==> config.mk <==
export PLATFORM = sky130hd
export DESIGN_NAME = powerup_and_status_led_control
export DESIGN_NICKNAME = d
export VERILOG_FILES = /design/src/verilog/powerup_pkg.sv /design/src/verilog/powerup_and_status_led_control.sv
export VERILOG_INCLUDE_DIRS = /design/src /design/src/verilog
export SDC_FILE = /design/constraint.sdc
export NUM_CORES = 1
export LEC_CHECK = 0
export ABC_AREA = 1
export BUFFER_PORTS_ARGS = -buffer_cell sky130_fd_sc_hd__buf_2
export CORE_AREA = 2 2 106 108
export CTS_CLUSTER_SIZE = 8
export DETAILED_ROUTE_END_ITERATION = 7
export DIE_AREA = 0 0 108 110
export GPL_ROUTABILITY_DRIVEN = 0
export GPL_TIMING_DRIVEN = 0
export PLACE_DENSITY = 0.75
export SLEW_MARGIN = 40
export SYNTH_ARGS = -nofsm -noshare
export SYNTH_HDL_FRONTEND = slang
export SYNTH_SLANG_ARGS = --single-unit
==> constraint.sdc <==
create_clock -name clk -period 1.5 [get_ports clk]
set_input_delay 0.15 -clock clk [delete_from_list [all_inputs] [get_ports clk]]
set_output_delay 0.15 -clock clk [all_outputs]
set_load 0.05 [all_outputs]
==> src/verilog/powerup_consts.svh <==
`ifndef POWERUP_CONSTS_SVH
`define POWERUP_CONSTS_SVH

// register byte offsets
`define PWR_REG_CTRL 8'h00
`define PWR_REG_DELAY 8'h04
`define PWR_REG_STATUS 8'h08
`define PWR_REG_IRQ_STAT 8'h0c
`define PWR_REG_IRQ_MASK 8'h10

// control register fields
`define PWR_CTRL_NOLED 0
`define PWR_CTRL_EXTPWR 1
`define PWR_CTRL_STOUT_LO 2
`define PWR_CTRL_STOUT_HI 4

// status register fields
`define PWR_ST_DONE 0
`define PWR_ST_AMP 1
`define PWR_ST_ERR29 2
`define PWR_ST_MVOLT 3
`define PWR_ST_EXTPWR 4

// interrupt bits
`define PWR_IRQ_DONE 0
`define PWR_IRQ_ERR29 1
`define PWR_IRQ_W 2

// setting limits and reset values
`define PWR_DELAY_MIN (-16'sd5000)
`define PWR_DELAY_MAX 16'sd5000
`define PWR_STOUT_MAX 3'h5
`define PWR_STOUT_OFF 3'h0
`define PWR_NOLED_RST 1'b0
`define PWR_EXTPWR_RST 1'b0

// timing: one millisecond and the clock period, both in ns
`define PWR_MS_NS 1000000
`define PWR_CLK_NS 100

`endif

==> src/verilog/powerup_pkg.sv <==
package powerup_pkg;

	// start-up sequencer phases
	typedef enum logic [1:0] {
		SEQ_LOAD,
		SEQ_WAIT_FIXED,
		SEQ_WAIT_VOLT,
		SEQ_RUN
	} seq_state_t;

endpackage
==> src/verilog/powerup_and_status_led_control.sv <==
// Behaviour
// [RL1] LED force-off bit: 0 normal, 1 dark
// [RL2] force-off leaves auxiliary status outputs alone
// [RL3] force-off bit reads back 0 or 1
// [RL4] delay is signed ms, -5000 to 5000
// [RL5] positive delay waits exactly that many ms
// [RL6] negative delay waits voltage, bounded by magnitude
// [RL7] delay reads back the stored ms value
// [RL8] external-power option gates amplifier enable
// [RL9] missing external supply: amps off, error 29
// [RL10] external-power option resets to 0, reads back
// [RL11] host picks longer negative delay with option
// [RL12] aux select defaults 0; 1-5 route LED
// [RL13] LED gated by force-off; check after delay
//
// Strobed register access and the register offsets are this design's own decisions.
`timescale 1ns/1ps
`include "powerup_consts.svh"

module powerup_and_status_led_control #(
	parameter int MS_CYCLES = `PWR_MS_NS / `PWR_CLK_NS,
	parameter logic signed [15:0] DELAY_DEFAULT = 16'sh0000,
	parameter int AUX_N = 5
) (
	input wire logic clk,
	input wire logic reset_n,
	input wire logic clkEn,
	input wire logic [7:0] regAddr,
	input wire logic [31:0] regWrData,
	input wire logic regWr,
	input wire logic regRd,
	output logic [31:0] regRdData,
	input wire logic statusInd,
	input wire logic ampReq,
	input wire logic motorVoltPin,
	input wire logic extPwrPin,
	output logic statusLed,
	output logic [AUX_N-1:0] auxOut,
	output logic ampEnable,
	output logic startupDone,
	output logic err29,
	output logic irq
);

	// counter width for one millisecond of clock cycles
	localparam int MCW = $clog2(MS_CYCLES + 1);

	// pin synchronisers; only the second stage is used
	// both pins are asynchronous, so nothing reads the first stage
	logic mvMeta_q, mvSync_q, epMeta_q, epSync_q;
	always_ff @(posedge clk or negedge reset_n) begin
		if (!reset_n) begin
			mvMeta_q <= 1'b0;
			mvSync_q <= 1'b0;
			epMeta_q <= 1'b0;
			epSync_q <= 1'b0;
		end else if (clkEn) begin
			mvMeta_q <= motorVoltPin;
			mvSync_q <= mvMeta_q;
			epMeta_q <= extPwrPin;
			epSync_q <= epMeta_q;
		end
	end

	// register file: settings, sticky events and their next values
	logic noled_q, noled_d;
	logic extPwr_q, extPwr_d;
	logic [2:0] stout_q, stout_d;
	logic signed [15:0] delay_q, delay_d;
	logic [`PWR_IRQ_W-1:0] irqStat_q, irqStat_d;
	logic [`PWR_IRQ_W-1:0] irqMask_q, irqMask_d;
	logic [31:0] rdData_q, rdData_d;
	logic [`PWR_IRQ_W-1:0] irqEvent;
	logic [2:0] wrStout;
	logic signed [15:0] wrDelay;
	logic [31:0] statusWord;

	// settings writes; out-of-range values are dropped so the stored value stays legal
	// a ctrl write with a bad aux select still takes the other two bits
	always_comb begin
		noled_d = noled_q;
		extPwr_d = extPwr_q;
		stout_d = stout_q;
		delay_d = delay_q;
		irqMask_d = irqMask_q;
		wrStout = regWrData[`PWR_CTRL_STOUT_HI:`PWR_CTRL_STOUT_LO];
		wrDelay = regWrData[15:0];
		if (regWr && regAddr == `PWR_REG_CTRL) begin
			noled_d = regWrData[`PWR_CTRL_NOLED]; // see [RL1]
			extPwr_d = regWrData[`PWR_CTRL_EXTPWR]; // see [RL10]
			if (wrStout <= `PWR_STOUT_MAX) begin
				stout_d = wrStout; // see [RL12]
			end
		end
		if (regWr && regAddr == `PWR_REG_DELAY) begin
			// an out-of-range delay leaves the old value in place
			if (wrDelay >= `PWR_DELAY_MIN && wrDelay <= `PWR_DELAY_MAX) begin
				delay_d = wrDelay; // see [RL4]
			end
		end
		if (regWr && regAddr == `PWR_REG_IRQ_MASK) begin
			irqMask_d = regWrData[`PWR_IRQ_W-1:0];
		end
	end

	// sticky events: write one to clear, a new event in the same cycle wins
	// the done and error events come from the next-state logic
	always_comb begin
		irqStat_d = irqStat_q;
		if (regWr && regAddr == `PWR_REG_IRQ_STAT) begin
			irqStat_d = irqStat_q & ~regWrData[`PWR_IRQ_W-1:0];
		end
		irqStat_d = irqStat_d | irqEvent;
	end

	// read mux; data appear the cycle after the strobe, unmapped reads zero
	// reads have no side effects, so software may poll freely
	always_comb begin
		rdData_d = 32'h0000_0000;
		if (regRd) begin
			case (regAddr)
				`PWR_REG_CTRL: begin
					rdData_d[`PWR_CTRL_NOLED] = noled_q; // see [RL3]
					rdData_d[`PWR_CTRL_EXTPWR] = extPwr_q; // see [RL10]
					rdData_d[`PWR_CTRL_STOUT_HI:`PWR_CTRL_STOUT_LO] = stout_q;
				end
				`PWR_REG_DELAY: rdData_d = {{16{delay_q[15]}}, delay_q}; // see [RL7]
				`PWR_REG_STATUS: rdData_d = statusWord;
				`PWR_REG_IRQ_STAT: rdData_d[`PWR_IRQ_W-1:0] = irqStat_q;
				`PWR_REG_IRQ_MASK: rdData_d[`PWR_IRQ_W-1:0] = irqMask_q;
				// unmapped offsets fall through to zero
				default: rdData_d = 32'h0000_0000;
			endcase
		end
	end

	// settings, sticky event and read data registers; clkEn low holds every one of them
	always_ff @(posedge clk or negedge reset_n) begin
		if (!reset_n) begin
			noled_q <= `PWR_NOLED_RST;
			extPwr_q <= `PWR_EXTPWR_RST;
			stout_q <= `PWR_STOUT_OFF;
			delay_q <= DELAY_DEFAULT;
			irqStat_q <= '0;
			irqMask_q <= '0;
			rdData_q <= 32'h0000_0000;
		end else if (clkEn) begin
			noled_q <= noled_d;
			extPwr_q <= extPwr_d;
			stout_q <= stout_d;
			delay_q <= delay_d;
			irqStat_q <= irqStat_d;
			irqMask_q <= irqMask_d;
			rdData_q <= rdData_d;
		end
	end

	// irq is a level from registers, so it may drive a host pin directly
	assign regRdData = rdData_q;
	assign irq = |(irqStat_q & irqMask_q);

	// start-up sequencer: runs once after every reset
	powerup_pkg::seq_state_t state_q, state_d;
	logic [MCW-1:0] cycCnt_q, cycCnt_d;
	logic [15:0] msLeft_q, msLeft_d;
	logic done_q, done_d;
	logic err_q, err_d;
	logic amp_q, amp_d;
	logic msTick;

	// one pulse per millisecond while waiting
	assign msTick = (cycCnt_q == MCW'(MS_CYCLES - 1));

	// the delay setting is taken once, in the first cycle after reset
	// loading in one cycle keeps later delay writes out of this start-up
	always_comb begin
		state_d = state_q;
		cycCnt_d = cycCnt_q;
		msLeft_d = msLeft_q;
		done_d = done_q;
		case (state_q)
			powerup_pkg::SEQ_LOAD: begin
				cycCnt_d = '0;
				if (delay_q > 16'sh0000) begin
					msLeft_d = delay_q;
					state_d = powerup_pkg::SEQ_WAIT_FIXED;
				end else if (delay_q < 16'sh0000) begin
					// a negative setting bounds the wait by its magnitude
					msLeft_d = 16'(-delay_q);
					state_d = powerup_pkg::SEQ_WAIT_VOLT;
				end else begin
					// zero delay: start-up is finished at once
					done_d = 1'b1;
					state_d = powerup_pkg::SEQ_RUN;
				end
			end
			powerup_pkg::SEQ_WAIT_FIXED, powerup_pkg::SEQ_WAIT_VOLT: begin
				// both waits share the millisecond counter
				cycCnt_d = msTick ? '0 : MCW'(cycCnt_q + 1'b1);
				if (msTick) begin
					msLeft_d = msLeft_q - 16'h0001;
				end
				// fixed wait ends on its last millisecond only
				// running out of time without voltage still finishes start-up
				if (msTick && msLeft_q == 16'h0001) begin // see [RL5]
					done_d = 1'b1;
					state_d = powerup_pkg::SEQ_RUN;
				end
				// voltage wait ends early once the motor voltage is good
				if (state_q == powerup_pkg::SEQ_WAIT_VOLT && mvSync_q) begin // see [RL6]
					done_d = 1'b1;
					state_d = powerup_pkg::SEQ_RUN;
				end
			end
			powerup_pkg::SEQ_RUN: begin
				// done holds until the next reset
				done_d = 1'b1;
			end
			default: begin
				// an illegal state restarts the load
				state_d = powerup_pkg::SEQ_LOAD;
			end
		endcase
	end

	// amplifier gating; external supply checked only once start-up is done
	// so a supply that rises during the delay is not flagged
	// err29 is a level; the sticky copy lives in the interrupt status
	always_comb begin
		err_d = done_q && extPwr_q && !epSync_q; // see [RL9] see [RL13]
		amp_d = done_q && ampReq && !(extPwr_q && !epSync_q); // see [RL8]
	end

	// sequencer and amplifier registers
	always_ff @(posedge clk or negedge reset_n) begin
		if (!reset_n) begin
			state_q <= powerup_pkg::SEQ_LOAD;
			cycCnt_q <= '0;
			msLeft_q <= 16'h0000;
			done_q <= 1'b0;
			err_q <= 1'b0;
			amp_q <= 1'b0;
		end else if (clkEn) begin
			state_q <= state_d;
			cycCnt_q <= cycCnt_d;
			msLeft_q <= msLeft_d;
			done_q <= done_d;
			err_q <= err_d;
			amp_q <= amp_d;
		end
	end

	// events: start-up completes, error 29 appears
	// each is a one-cycle pulse into the sticky bits
	assign irqEvent[`PWR_IRQ_DONE] = done_d && !done_q;
	assign irqEvent[`PWR_IRQ_ERR29] = err_d && !err_q;

	// live status word for polling
	always_comb begin
		statusWord = 32'h0000_0000;
		statusWord[`PWR_ST_DONE] = done_q;
		statusWord[`PWR_ST_AMP] = amp_q;
		statusWord[`PWR_ST_ERR29] = err_q;
		statusWord[`PWR_ST_MVOLT] = mvSync_q;
		statusWord[`PWR_ST_EXTPWR] = epSync_q;
	end

	// registered levels, so no glitch reaches the amplifiers
	assign startupDone = done_q;
	assign err29 = err_q;
	assign ampEnable = amp_q;

	// indicator outputs
	// the led is registered so both led and aux share one cycle of latency
	logic led_q, led_d;
	logic [AUX_N-1:0] aux_q, aux_d;

	// led follows the indication unless forced dark
	always_comb begin
		led_d = statusInd && !noled_q; // see [RL1] see [RL13]
	end

	// aux pins ignore the force-off bit on purpose
	// only the selected pin follows the indication
	for (genvar i = 0; i < AUX_N; i++) begin : g_aux
		always_comb begin
			aux_d[i] = statusInd && (stout_q == 3'(i + 1)); // see [RL2] see [RL12]
		end
	end

	// indicator registers
	always_ff @(posedge clk or negedge reset_n) begin
		if (!reset_n) begin
			led_q <= 1'b0;
			aux_q <= '0;
		end else if (clkEn) begin
			led_q <= led_d;
			aux_q <= aux_d;
		end
	end

	// led and aux pins leave the block straight from flops
	assign statusLed = led_q;
	assign auxOut = aux_q;

endmodule

**Word-level counts from Yosys, hierarchy flattened**

Cells that the tools add are included.

- Bitwise operators: 4
- Equal/unequal tests: 17
- Order comparisons: 5
- Reductions and logical operators: 37
- $add $sub $neg: 3
- Shift operators: 0
- Divide/modulo/power cells: 0
- Multipliers: 0
- Muxes and demuxes: 21

Operators by type and width:

| cell | number |
|---|---|
| 2-to-1 mux 16 bit | 3 |
| 2-to-1 mux 32 bit | 1 |
| one-hot mux 16 bit (2 select lines) | 1 |
| one-hot mux 14 bit (2 select lines) | 1 |
| 2-to-1 mux 27 bit | 1 |
| logical AND 1 bit | 20 |
| equality test 16 x 1 -> 1 bit, second input constant | 1 |
| equality test 8 x 4 -> 1 bit, second input constant | 2 |
| greater-or-equal comparator 16 x 14 -> 1 bit, second input constant | 1 |
| > comparator 16 x 1 -> 1 bit, second input constant | 1 |
| less-or-equal comparator 16 x 14 -> 1 bit, second input constant | 1 |
| < comparator 16 x 1 -> 1 bit, second input constant | 1 |
| negator 16 bit | 1 |
| subtractor 16 x 1 -> 16 bit, second input constant | 1 |
| adder 14 x 1 -> 14 bit, second input constant | 1 |
| equality test 14 bit, second input constant | 1 |
| 2-to-1 mux 14 bit | 1 |
| one-hot mux 2 bit (5 select lines) | 1 |
| one-hot mux 3 bit (3 select lines) | 1 |
| AND reduction 3 bit | 3 |
| equality test 8 x 3 -> 1 bit, second input constant | 1 |
| equality test 8 x 5 -> 1 bit, second input constant | 1 |
| zero test 8 bit | 1 |
| 2-to-1 mux 2 bit | 4 |
| other kinds (20) | 36 |

- Word-level logic and storage cells: 106
- Bits in latches: 0
- RAM bits: 0
- Output and inout port bits: 42
- Register bits: 102
- Memories kept: 0
- Bits in read-only memories: 0

**Depth between registers and ports, before layout**

Gate-level depths: netlist of the first run.

- Depth after elaboration: 7
- Depth in mapped cells: 13

**Least setup slack after synthesis of the first run**

OpenSTA, ideal clock, no wires.

- Kind: register to register
- From: register state_q[0]
- To: register msLeft_q[4]
- Path buffers: 1
- Cell stages (with the launch flop): 9
- Period minus slack after synthesis: 1.555 ns
- Arrival time: 1.472 ns
- Setup slack: -0.055 ns
- Data required time: 1.417 ns
- Setup time: 0.083 ns
- Path through: dfrtp_1 inv_1 ha_1 inv_1 clkbuf_1 nand2_1 o21ai_0 nand2_1 o21ai_0

- Word-level cells in the longest chain between the ends: 4
- Elaborated cells between the ends (all ways): 9
- Those cells by class: 4 x eq/ne; 1 x mux; 4 x reduce/logical

Ends and longest elaborated chain:

| item | RTL line | RTL |
|---|---|---|
| from (decl) | powerup_and_status_led_control.sv:163 | `powerup_pkg::seq_state_t state_q, state_d;` |
| from (signal assigned) | powerup_and_status_led_control.sv:237 | `state_q <= powerup_pkg::SEQ_LOAD;` |
| from (signal assigned) | powerup_and_status_led_control.sv:244 | `state_q <= state_d;` |
| equality test 2 bit / equality test 2 x 1 -> 1 bit (equally long branches) | powerup_and_status_led_control.sv:181 | `case (state_q)` |
| OR reduction 2 bit | powerup_and_status_led_control.sv:181 |  |
| != test 2 bit (no source line) / nonzero test 2 bit (equally long branches) | - |  |
| AND reduction 4 bit (no source line) | - |  |
| to (signal assigned) | powerup_and_status_led_control.sv:246 | `msLeft_q <= msLeft_d;` |
| to (decl) | powerup_and_status_led_control.sv:165 | `logic [15:0] msLeft_q, msLeft_d;` |

Several ways; a longest one is shown, not always the timed one.
A chain may end at the register's enable or synchronous reset.

**Final worst setup path of the first run**

- From: register cycCnt_q[5]
- To: register msLeft_q[11]

- Word-level cells in the longest chain between the ends: 3

Ends and longest elaborated chain:

| item | RTL line | RTL |
|---|---|---|
| from (decl) | powerup_and_status_led_control.sv:164 | `logic [MCW-1:0] cycCnt_q, cycCnt_d;` |
| from (signal assigned) | powerup_and_status_led_control.sv:245 | `cycCnt_q <= cycCnt_d;` |
| equality test 14 bit | powerup_and_status_led_control.sv:172 | `assign msTick = (cycCnt_q == MCW'(MS_CYCLES - 1));` |
| != test 2 bit (no source line) | - |  |
| AND reduction 4 bit (no source line) | - |  |

No other way between the ends.

==> out/qor.yml, run 1 <==
status:
  status: "finished with violations"
  violations: "negative setup slack"
power_and_ir_drop:
  powerDensity_nw_per_um2: 1345
  switchingPower_uw: 3950
  p_int_uw: 5425
  peakVddDrop_mv: 0.7349
  combinationalPowerShare_pct: 50.6
  power_uw: 9374
  cellLeakagePower_uw: 0.003586
  switching_share_pct: 42.13
  seq_power_share_pct: 31.6
  power.share.clock_pct: 17.8
placed_design:
  place_area_um2: 5889
  pre_cts_slack_ns: -0.3775
  numPortBuffers: 73
  hpwl_um: 10140
  place_inst: 952
route:
  post_drt_wl_per_cell_um: 14.97
  antenna_left: 0
  route.detailed.drc: 0
  drt_first_pass_iters: 5
  vias_per_cell: 5.381
  dr.first_iter.drc_count: 509
  wl_um: 15280
  vias: 5494
final_layout:
  final_util_pct: 65.16
  final_common_cell: "nand2_1"
  layout.cells.non_filler: 1021
  fillCellCount: 904
  area_growth_pct: 31.45
  layout-drive-gt1-share_pct: 32.46
  insertedDiodeCount: 0
  most-common-layout-cells: "183 x nand2_1, 83 x inv_1, 75 x dfrtp_1"
  fin_area_um2: 6970
  nets: 934
clock_tree:
  cts_tree: "done"
  cts-root-buf: "clkbuf_8"
  clkTransAtPathRegs_ns: 0.09
  cts_buffer_depth: 2
  insertion_delay_ns: 0.38
  cts_buffers: 9
  cts_num_sinks: 86
  htree_levels: 3
worst_hold_path:
  hp-start: "regWrData[1]"
  hold_end: "delay_q[1]"
  hp-class: "input pin to register"
  min_path_cells: 3
timing:
  min_period_over_period_pct: 111.9
  max_freq_mhz: 595.8
  setup_viol: 33
  maxSlewHeadroom_pct: 62.99
  skew_ns: 0.01544
  finalHoldViolCount: 0
  finalMaxSlewViolations: 0
  fin_crit_ns: 1.678
  worst_pin_slew_ns: 0.5551
  layout_setup_ws_ns: -0.1784
  rsz0062_at_grt: "yes"
synth:
  synth-compound-area-share_pct: 11.56
  synthesis.nets: 795
  synth_seq_area_share_pct: 40.59
  synth_xor_area_share_pct: 1.487
  synth_top_family_by_area: "simple AND/OR/NAND/NOR gates"
  avgSynthCellArea_um2: 7.185
  synth-adder-area-share_pct: 1.888
  synth.ff_latch_count: 86
  syn_inst: 738
  synth_mux_area_share_pct: 0
  synth-simple-area-share_pct: 33.20
  synth_warnings: 0
  yosysUniqueCellTypes: 41
  syn-cell-area_um2: 5303
global_routing:
  use_met3_pct: 4.468
  antenna_found_initial: 0
  use_met2_pct: 40.79
  grt_pass1_wl_um: 23270
  use_met1_pct: 34.63
  grt_max_degree: 61
  grt_busiest_layer: "met2"
  track_usage_pct: 25.41
  grt_pass1_vias: 4877
  gr-total-overflow: 0
setup_path:
  critical_path_arrival_ns: 1.94
  critPathMaxStageDelay_ns: 0.45
  crit_fanout: 5
  r2r_cells: 10
  r2r_slack_ns: -0.18
  startpoint_type: "register"
  r2r_end: "msLeft_q[11]"
  worstSetupPathType: "register to register"
  cp-end-kind: "register"
  crit_path_frequent_cell: "nor2_2"
  cp_slowest_cell: "dfrtp_1"
  cp_cell_sequence: "nor2_2 -> nand2_1 -> nor2_2 -> nand2_2 -> nand2_4 -> nand3_4 -> buf_8 -> buf_12 -> a21oi_4 -> a21boi_2"
  cp.required_ns: 1.76
  timing.rr.start: "cycCnt_q[5]"
die:
  io_pins: 91
  die_area_um2: 11880
  row_count: 38
  coreArea_um2: 10700
  initial_core_util_pct: 49.57
  die_y_um: 110
  fp.dieW_um: 108
flow_run:
  maxCapViolations: 0
[layout make-up]
cell class              instances  area, µm²  share of cell area [%]
inverters                      95      367.9                   5.277
flip-flops and latches         86       2166                   31.07
repair buffers                129      867.1                   12.44
plain buffers                  33      275.3                   3.949
well taps                     140      175.2                   2.513
clock buffers                  10      137.6                   1.975
clock inverters                 5      60.06                  0.8616
multi-input cells             523       2922                   41.91
[synthesized netlist by cell type (all sizes together)]
library cell | count | area [µm²]
a21boi | 8 | 86.34
a21o | 1 | 7.510
a21oi | 22 | 117.6
a22o | 1 | 8.760
a31oi | 1 | 6.260
buf | 27 | 213.9
clkbuf | 7 | 26.28
clkinv | 1 | 5.000
dfrtp | 86 | 2152
ha | 8 | 100.1
inv | 94 | 352.8
nand2 | 206 | 793.3
nand3 | 80 | 410.4
nand3b | 3 | 35.03
nand4 | 8 | 50.05
nor2 | 83 | 350.3
nor3 | 16 | 96.35
nor4 | 2 | 12.51
o211ai | 4 | 30.03
o21a | 1 | 7.510
o21ai | 63 | 315.3
o22ai | 3 | 18.77
o31ai | 2 | 15.01
or2 | 2 | 12.51
xnor2 | 2 | 17.52
xor2 | 7 | 61.31
[routing by layer]
layer	part of all wire [%]	vias up	routed length [µm]
met5	0	-	0
met4	2.9	0	437
met3	8.0	42	1217
met2	47	253	7124
met1	43	2565	6502
li1	-	2634	-
[how the worst max path moves through the flow]
| stage | start | slack [ns] | endpoint |
|---|---|---|---|
| global placement | reset_n | -0.44 | msLeft_q[2] |
| CTS | cycCnt_q[1] | -0.09 | msLeft_q[11] |
| detailed placement | state_q[0] | -0.38 | msLeft_q[12] |
| global route | cycCnt_q[1] | -0.24 | cycCnt_q[12] |
| finish | cycCnt_q[5] | -0.18 | msLeft_q[11] |
| floorplan | delay_q[0] | -0.003 | msLeft_q[9] |
[flip-flops by register name, summed over array words and instances (netlist names)]
signal and flops:
delay_q 16, msLeft_q 16, regRdData 16, cycCnt_q 14, auxOut 5, stout_q 3, irqMask_q 2, irqStat_q 2
state_q 2, ampEnable 1, epMeta_q 1, epSync_q 1, err29 1, extPwr_q 1, mvMeta_q 1, mvSync_q 1
noled_q 1, startupDone 1, statusLed 1
[worst max-delay path, delay by kind of cell (launching register included)]
kind / cells / cell delay (ns)
AND/OR/NAND/NOR: 6 / 0.65
flip-flops: 1 / 0.45
buffers and inverters: 2 / 0.30
AO/OA/AOI/OAI: 2 / 0.17
[cell families (layout without fill, tap and decap cells)]
family / after synthesis / after routing
compound gates: 106 / 106
xor+xnor: 9 / 9
fa+ha+maj: 8 / 8
buf+inv: 129 / 272
flops: 86 / 86
simple gates: 400 / 400
[per-stage QoR]
stage | TNS, ns | hold slack, ns
5_1_grt | -5.343 | 0.05995
4_1_cts | -1.003 | 0.03888
3_5_place_dp | -7.070 | 0.03159
6_report | -2.958 | 0.05363
2_1_floorplan | -0.002627 | -0.1456
3_3_place_gp | -43.42 | 0.3554
[what timing repair did]
action                                  4_1_cts  5_1_grt
gates resized for setup                      77       71
setup buffers                                28       20
endpoints found under the hold margin        88        0
hold buffers                                  3        0
endpoints found under the setup margin       47       33
pin swaps                                    18       19
cloned                                        3        1
[power groups by stage]
stage               Clock (µW)  Sequential, µW  Combinational, µW
finish                    1670            2970               4740
global route              1790            3000               5120
CTS                       1690            2930               4050
detailed placement           0            2960               3070
global placement             0            2960               2980
floorplan                    0            2970               2210
Power figures use the tool's default switching activity.
==> run 2: changes to the inputs <==
- ABC_AREA: 1 -> 0
- BUFFER_PORTS_ARGS: -buffer_cell sky130_fd_sc_hd__buf_2 -> -buffer_cell sky130_fd_sc_hd__buf_4
- CORE_AREA: 2 2 106 108 -> 2 2 102 104
- DIE_AREA: 0 0 108 110 -> 0 0 104 106
- PLACE_DENSITY: 0.75 -> 0.74
==> out/qor.yml, run 2 <==
die:
  die_area_um2: 11020
  io_pins: 91
  row_count: 37
  coreArea_um2: 10000
  die_y_um: 106
  initial_core_util_pct: 48.37
  fp.dieW_um: 104
synth:
  synth_top_area_share_pct: 44.49
  synth-main-ff-cell: "dfrtp_1"
  synth_commonest_cells: "86 x dfrtp_1, 43 x nand2_1, 40 x nor2_1"
  synth-edff-count: 0
  yosysUniqueCellTypes: 62
  synth_warnings: 0
  yosys.area.top_type: "dfrtp_1"
  synth-simple-area-share_pct: 18.24
  synthesis.nets: 551
  synth.top_cells.by_area: "dfrtp_1 44%, o21ai_0 3.8%, mux2_2 3.7%"
  yosysMostFrequentCell: "dfrtp_1"
  avgSynthCellArea_um2: 9.792
  syn-cell-area_um2: 4837
  synth.ff_latch_count: 86
  synth_top_family_by_area: "simple AND/OR/NAND/NOR gates"
  synth_xor_area_share_pct: 4.708
  synth-adder-area-share_pct: 2.069
  synth_seq_area_share_pct: 44.49
  synth-async-reset-ratio_pct: 100.0
  synth_mux_area_share_pct: 8.795
  synth-compound-area-share_pct: 14.61
  syn_inst: 494
setup_path:
  worstSetupPathType: "register to register"
  critical_path_arrival_ns: 2.44
  startpoint_type: "register"
  path_delay_family: "buffers and inverters"
  crit_path_frequent_cell: "buf_6"
  cp.required_ns: 1.78
  critPathMaxStageDelay_ns: 0.41
  cp_cell_sequence: "inv_2 -> ha_4 -> nor4b_4 -> nand4_1 -> buf_6 -> o211ai_4 -> buf_6 -> buf_6 -> buf_6 -> nand2_2 -> o221ai_2"
  r2r_cells: 11
  crit_fanout: 7
  cp_slowest_cell: "dfrtp_1"
  cp-end-kind: "register"
  critPathBufInv: 5
  cp.depth: 11
clock_tree:
  cts_tree: "done"
  cts_buffers: 9
  htree_levels: 3
  cts_num_sinks: 86
  cts-root-buf: "clkbuf_8"
  insertion_delay_ns: 0.38
  clkTransAtPathRegs_ns: 0.10
  cts_buffer_depth: 2
route:
  route.detailed.drc: 0
  dr.first_iter.drc_count: 350
  vias_per_cell: 5.775
  wl_um: 14790
  post_drt_wl_per_cell_um: 18.79
  antenna_left: 0
  drt_first_pass_iters: 5
  vias: 4545
global_routing:
  grt_pass1_vias: 4244
  use_met2_pct: 40.04
  use_met3_pct: 3.250
  antenna_found_initial: 0
  grt_pass1_wl_um: 21160
  grt_busiest_layer: "met2"
  gr-total-overflow: 0
  track_usage_pct: 23.90
  use_met1_pct: 31.27
  grt_max_degree: 87
timing:
  fin_crit_ns: 2.157
  finalMaxSlewViolations: 0
  layout_setup_ws_ns: -0.6571
  maxSlewHeadroom_pct: 51.63
  min_period_over_period_pct: 143.8
  rsz0062_at_grt: "yes"
  setup_viol: 51
  finalHoldViolCount: 0
  skew_ns: 0.01682
  max_freq_mhz: 463.6
  worst_pin_slew_ns: 0.7256
  fin_tns_setup_ns: -15.29
placed_design:
  hpwl_um: 8428
  pre_cts_slack_ns: -0.8598
  place_area_um2: 5622
  numPortBuffers: 72
worst_hold_path:
  hp-class: "input pin to register"
  min_path_cells: 2
final_layout:
  nets: 703
  most-common-layout-cells: "131 x buf_4, 76 x dfrtp_1, 36 x nor2_1"
  fin_area_um2: 7012
  fillCellCount: 685
  final_common_cell: "buf_4"
  layout-drive-gt1-share_pct: 47.16
  area_growth_pct: 44.96
  insertedDiodeCount: 0
  final_util_pct: 70.12
power_and_ir_drop:
  powerDensity_nw_per_um2: 1155
  cellLeakagePower_uw: 0.003191
  peakVddDrop_mv: 0.5903
status:
  violations: "negative setup slack"
  status: "finished with violations"
flow_run:
  maxCapViolations: 0
[run 2: cell types whose count changed in the layout (fill, tap and decap cells not counted), sizes merged, moves of 7 or more]
cell	before	now
nor2	83	40
nand3	80	10
inv	94	36
xnor2	2	10
nor2b	0	9
xor2	7	16
o22ai	3	11
buf	152	164
nand2	206	43
a21boi	8	1
mux2	0	26
o21ai	63	38
[run 2: metrics by stage]
step | hold WS [ns] | power, µW | std cells
after floorplan | -0.1456 | 4275 | 494
after global placement | 0.3849 | 4755 | 702
after detailed placement | 0.2706 | 4850 | 702
after CTS | 0.002517 | 7528 | 768
after global routing | 0.01742 | 8430 | 787
final | 0.002203 | 8097 | 787
[run 2: power breakdown]
| group | total (µW) | switching [µW] | internal, µW |
|---|---|---|---|
| logic | 3170 | 1680 | 1480 |
| registers | 2910 | 322 | 2590 |
| clock network | 2020 | 906 | 1110 |
| total | 8100 | 2910 | 5180 |
[run 2: cell families after synthesis]
logic type,Yosys count
buf+inv,70
simple gates,163
flops,86
fa+ha+maj,8
xor+xnor,26
compound gates,108
mux,33
[run 2: worst register-to-register path, stage by stage, from the launching register on]
cell      delay (ns)
dfrtp_1         0.41
inv_2           0.10
ha_4            0.13
nor4b_4         0.28
nand4_1         0.18
buf_6           0.18
o211ai_4        0.27
buf_6           0.18
buf_6           0.11
buf_6           0.10
nand2_2         0.06
o221ai_2        0.07
[run 2: area by class of cell]
cell class | instances | area, µm² | area share (%)
Inverter | 35 | 136.4 | 1.945
Buffer | 33 | 249.0 | 3.551
Multi-Input combinational cell | 338 | 2859 | 40.77
Clock buffer | 11 | 131.4 | 1.874
Clock inverter | 5 | 106.4 | 1.517
Timing Repair Buffer | 143 | 1195 | 17.04
Sequential cell | 86 | 2165 | 30.87
Tap cell | 136 | 170.2 | 2.427
[run 2: worst paths after layout]
check	start	end	slack [ns]
setup / recovery	delay_q[0]	msLeft_q[10]	-0.66
hold / removal	regWrData[0]	irqMask_q[0]	0.002
setup reg to reg	delay_q[0]	msLeft_q[10]	-0.66
hold reg to reg	epMeta_q	epSync_q	0.52
max in group asynchronous	reset_n	cycCnt_q[11]	0.55
min in group asynchronous	reset_n	msLeft_q[8]	0.40
[run 2: routing by layer]
metal  routed length (µm)  share of wire [%]
met1                 5838                 39
met4                  535                3.6
met2                 7782                 53
met3                  629                4.3
met5                    0                  0
[run 2: repair_timing]
| action | 4_1_cts | 5_1_grt |
|---|---|---|
| setup buffers | 49 | 23 |
| endpoints found under the setup margin | 61 | 63 |
| hold endpoints to repair | 86 | 2 |
| pin swaps | 35 | 35 |
| cloned | 2 | 0 |
| gates resized for setup | 93 | 60 |
| hold buffers | 1 | 2 |
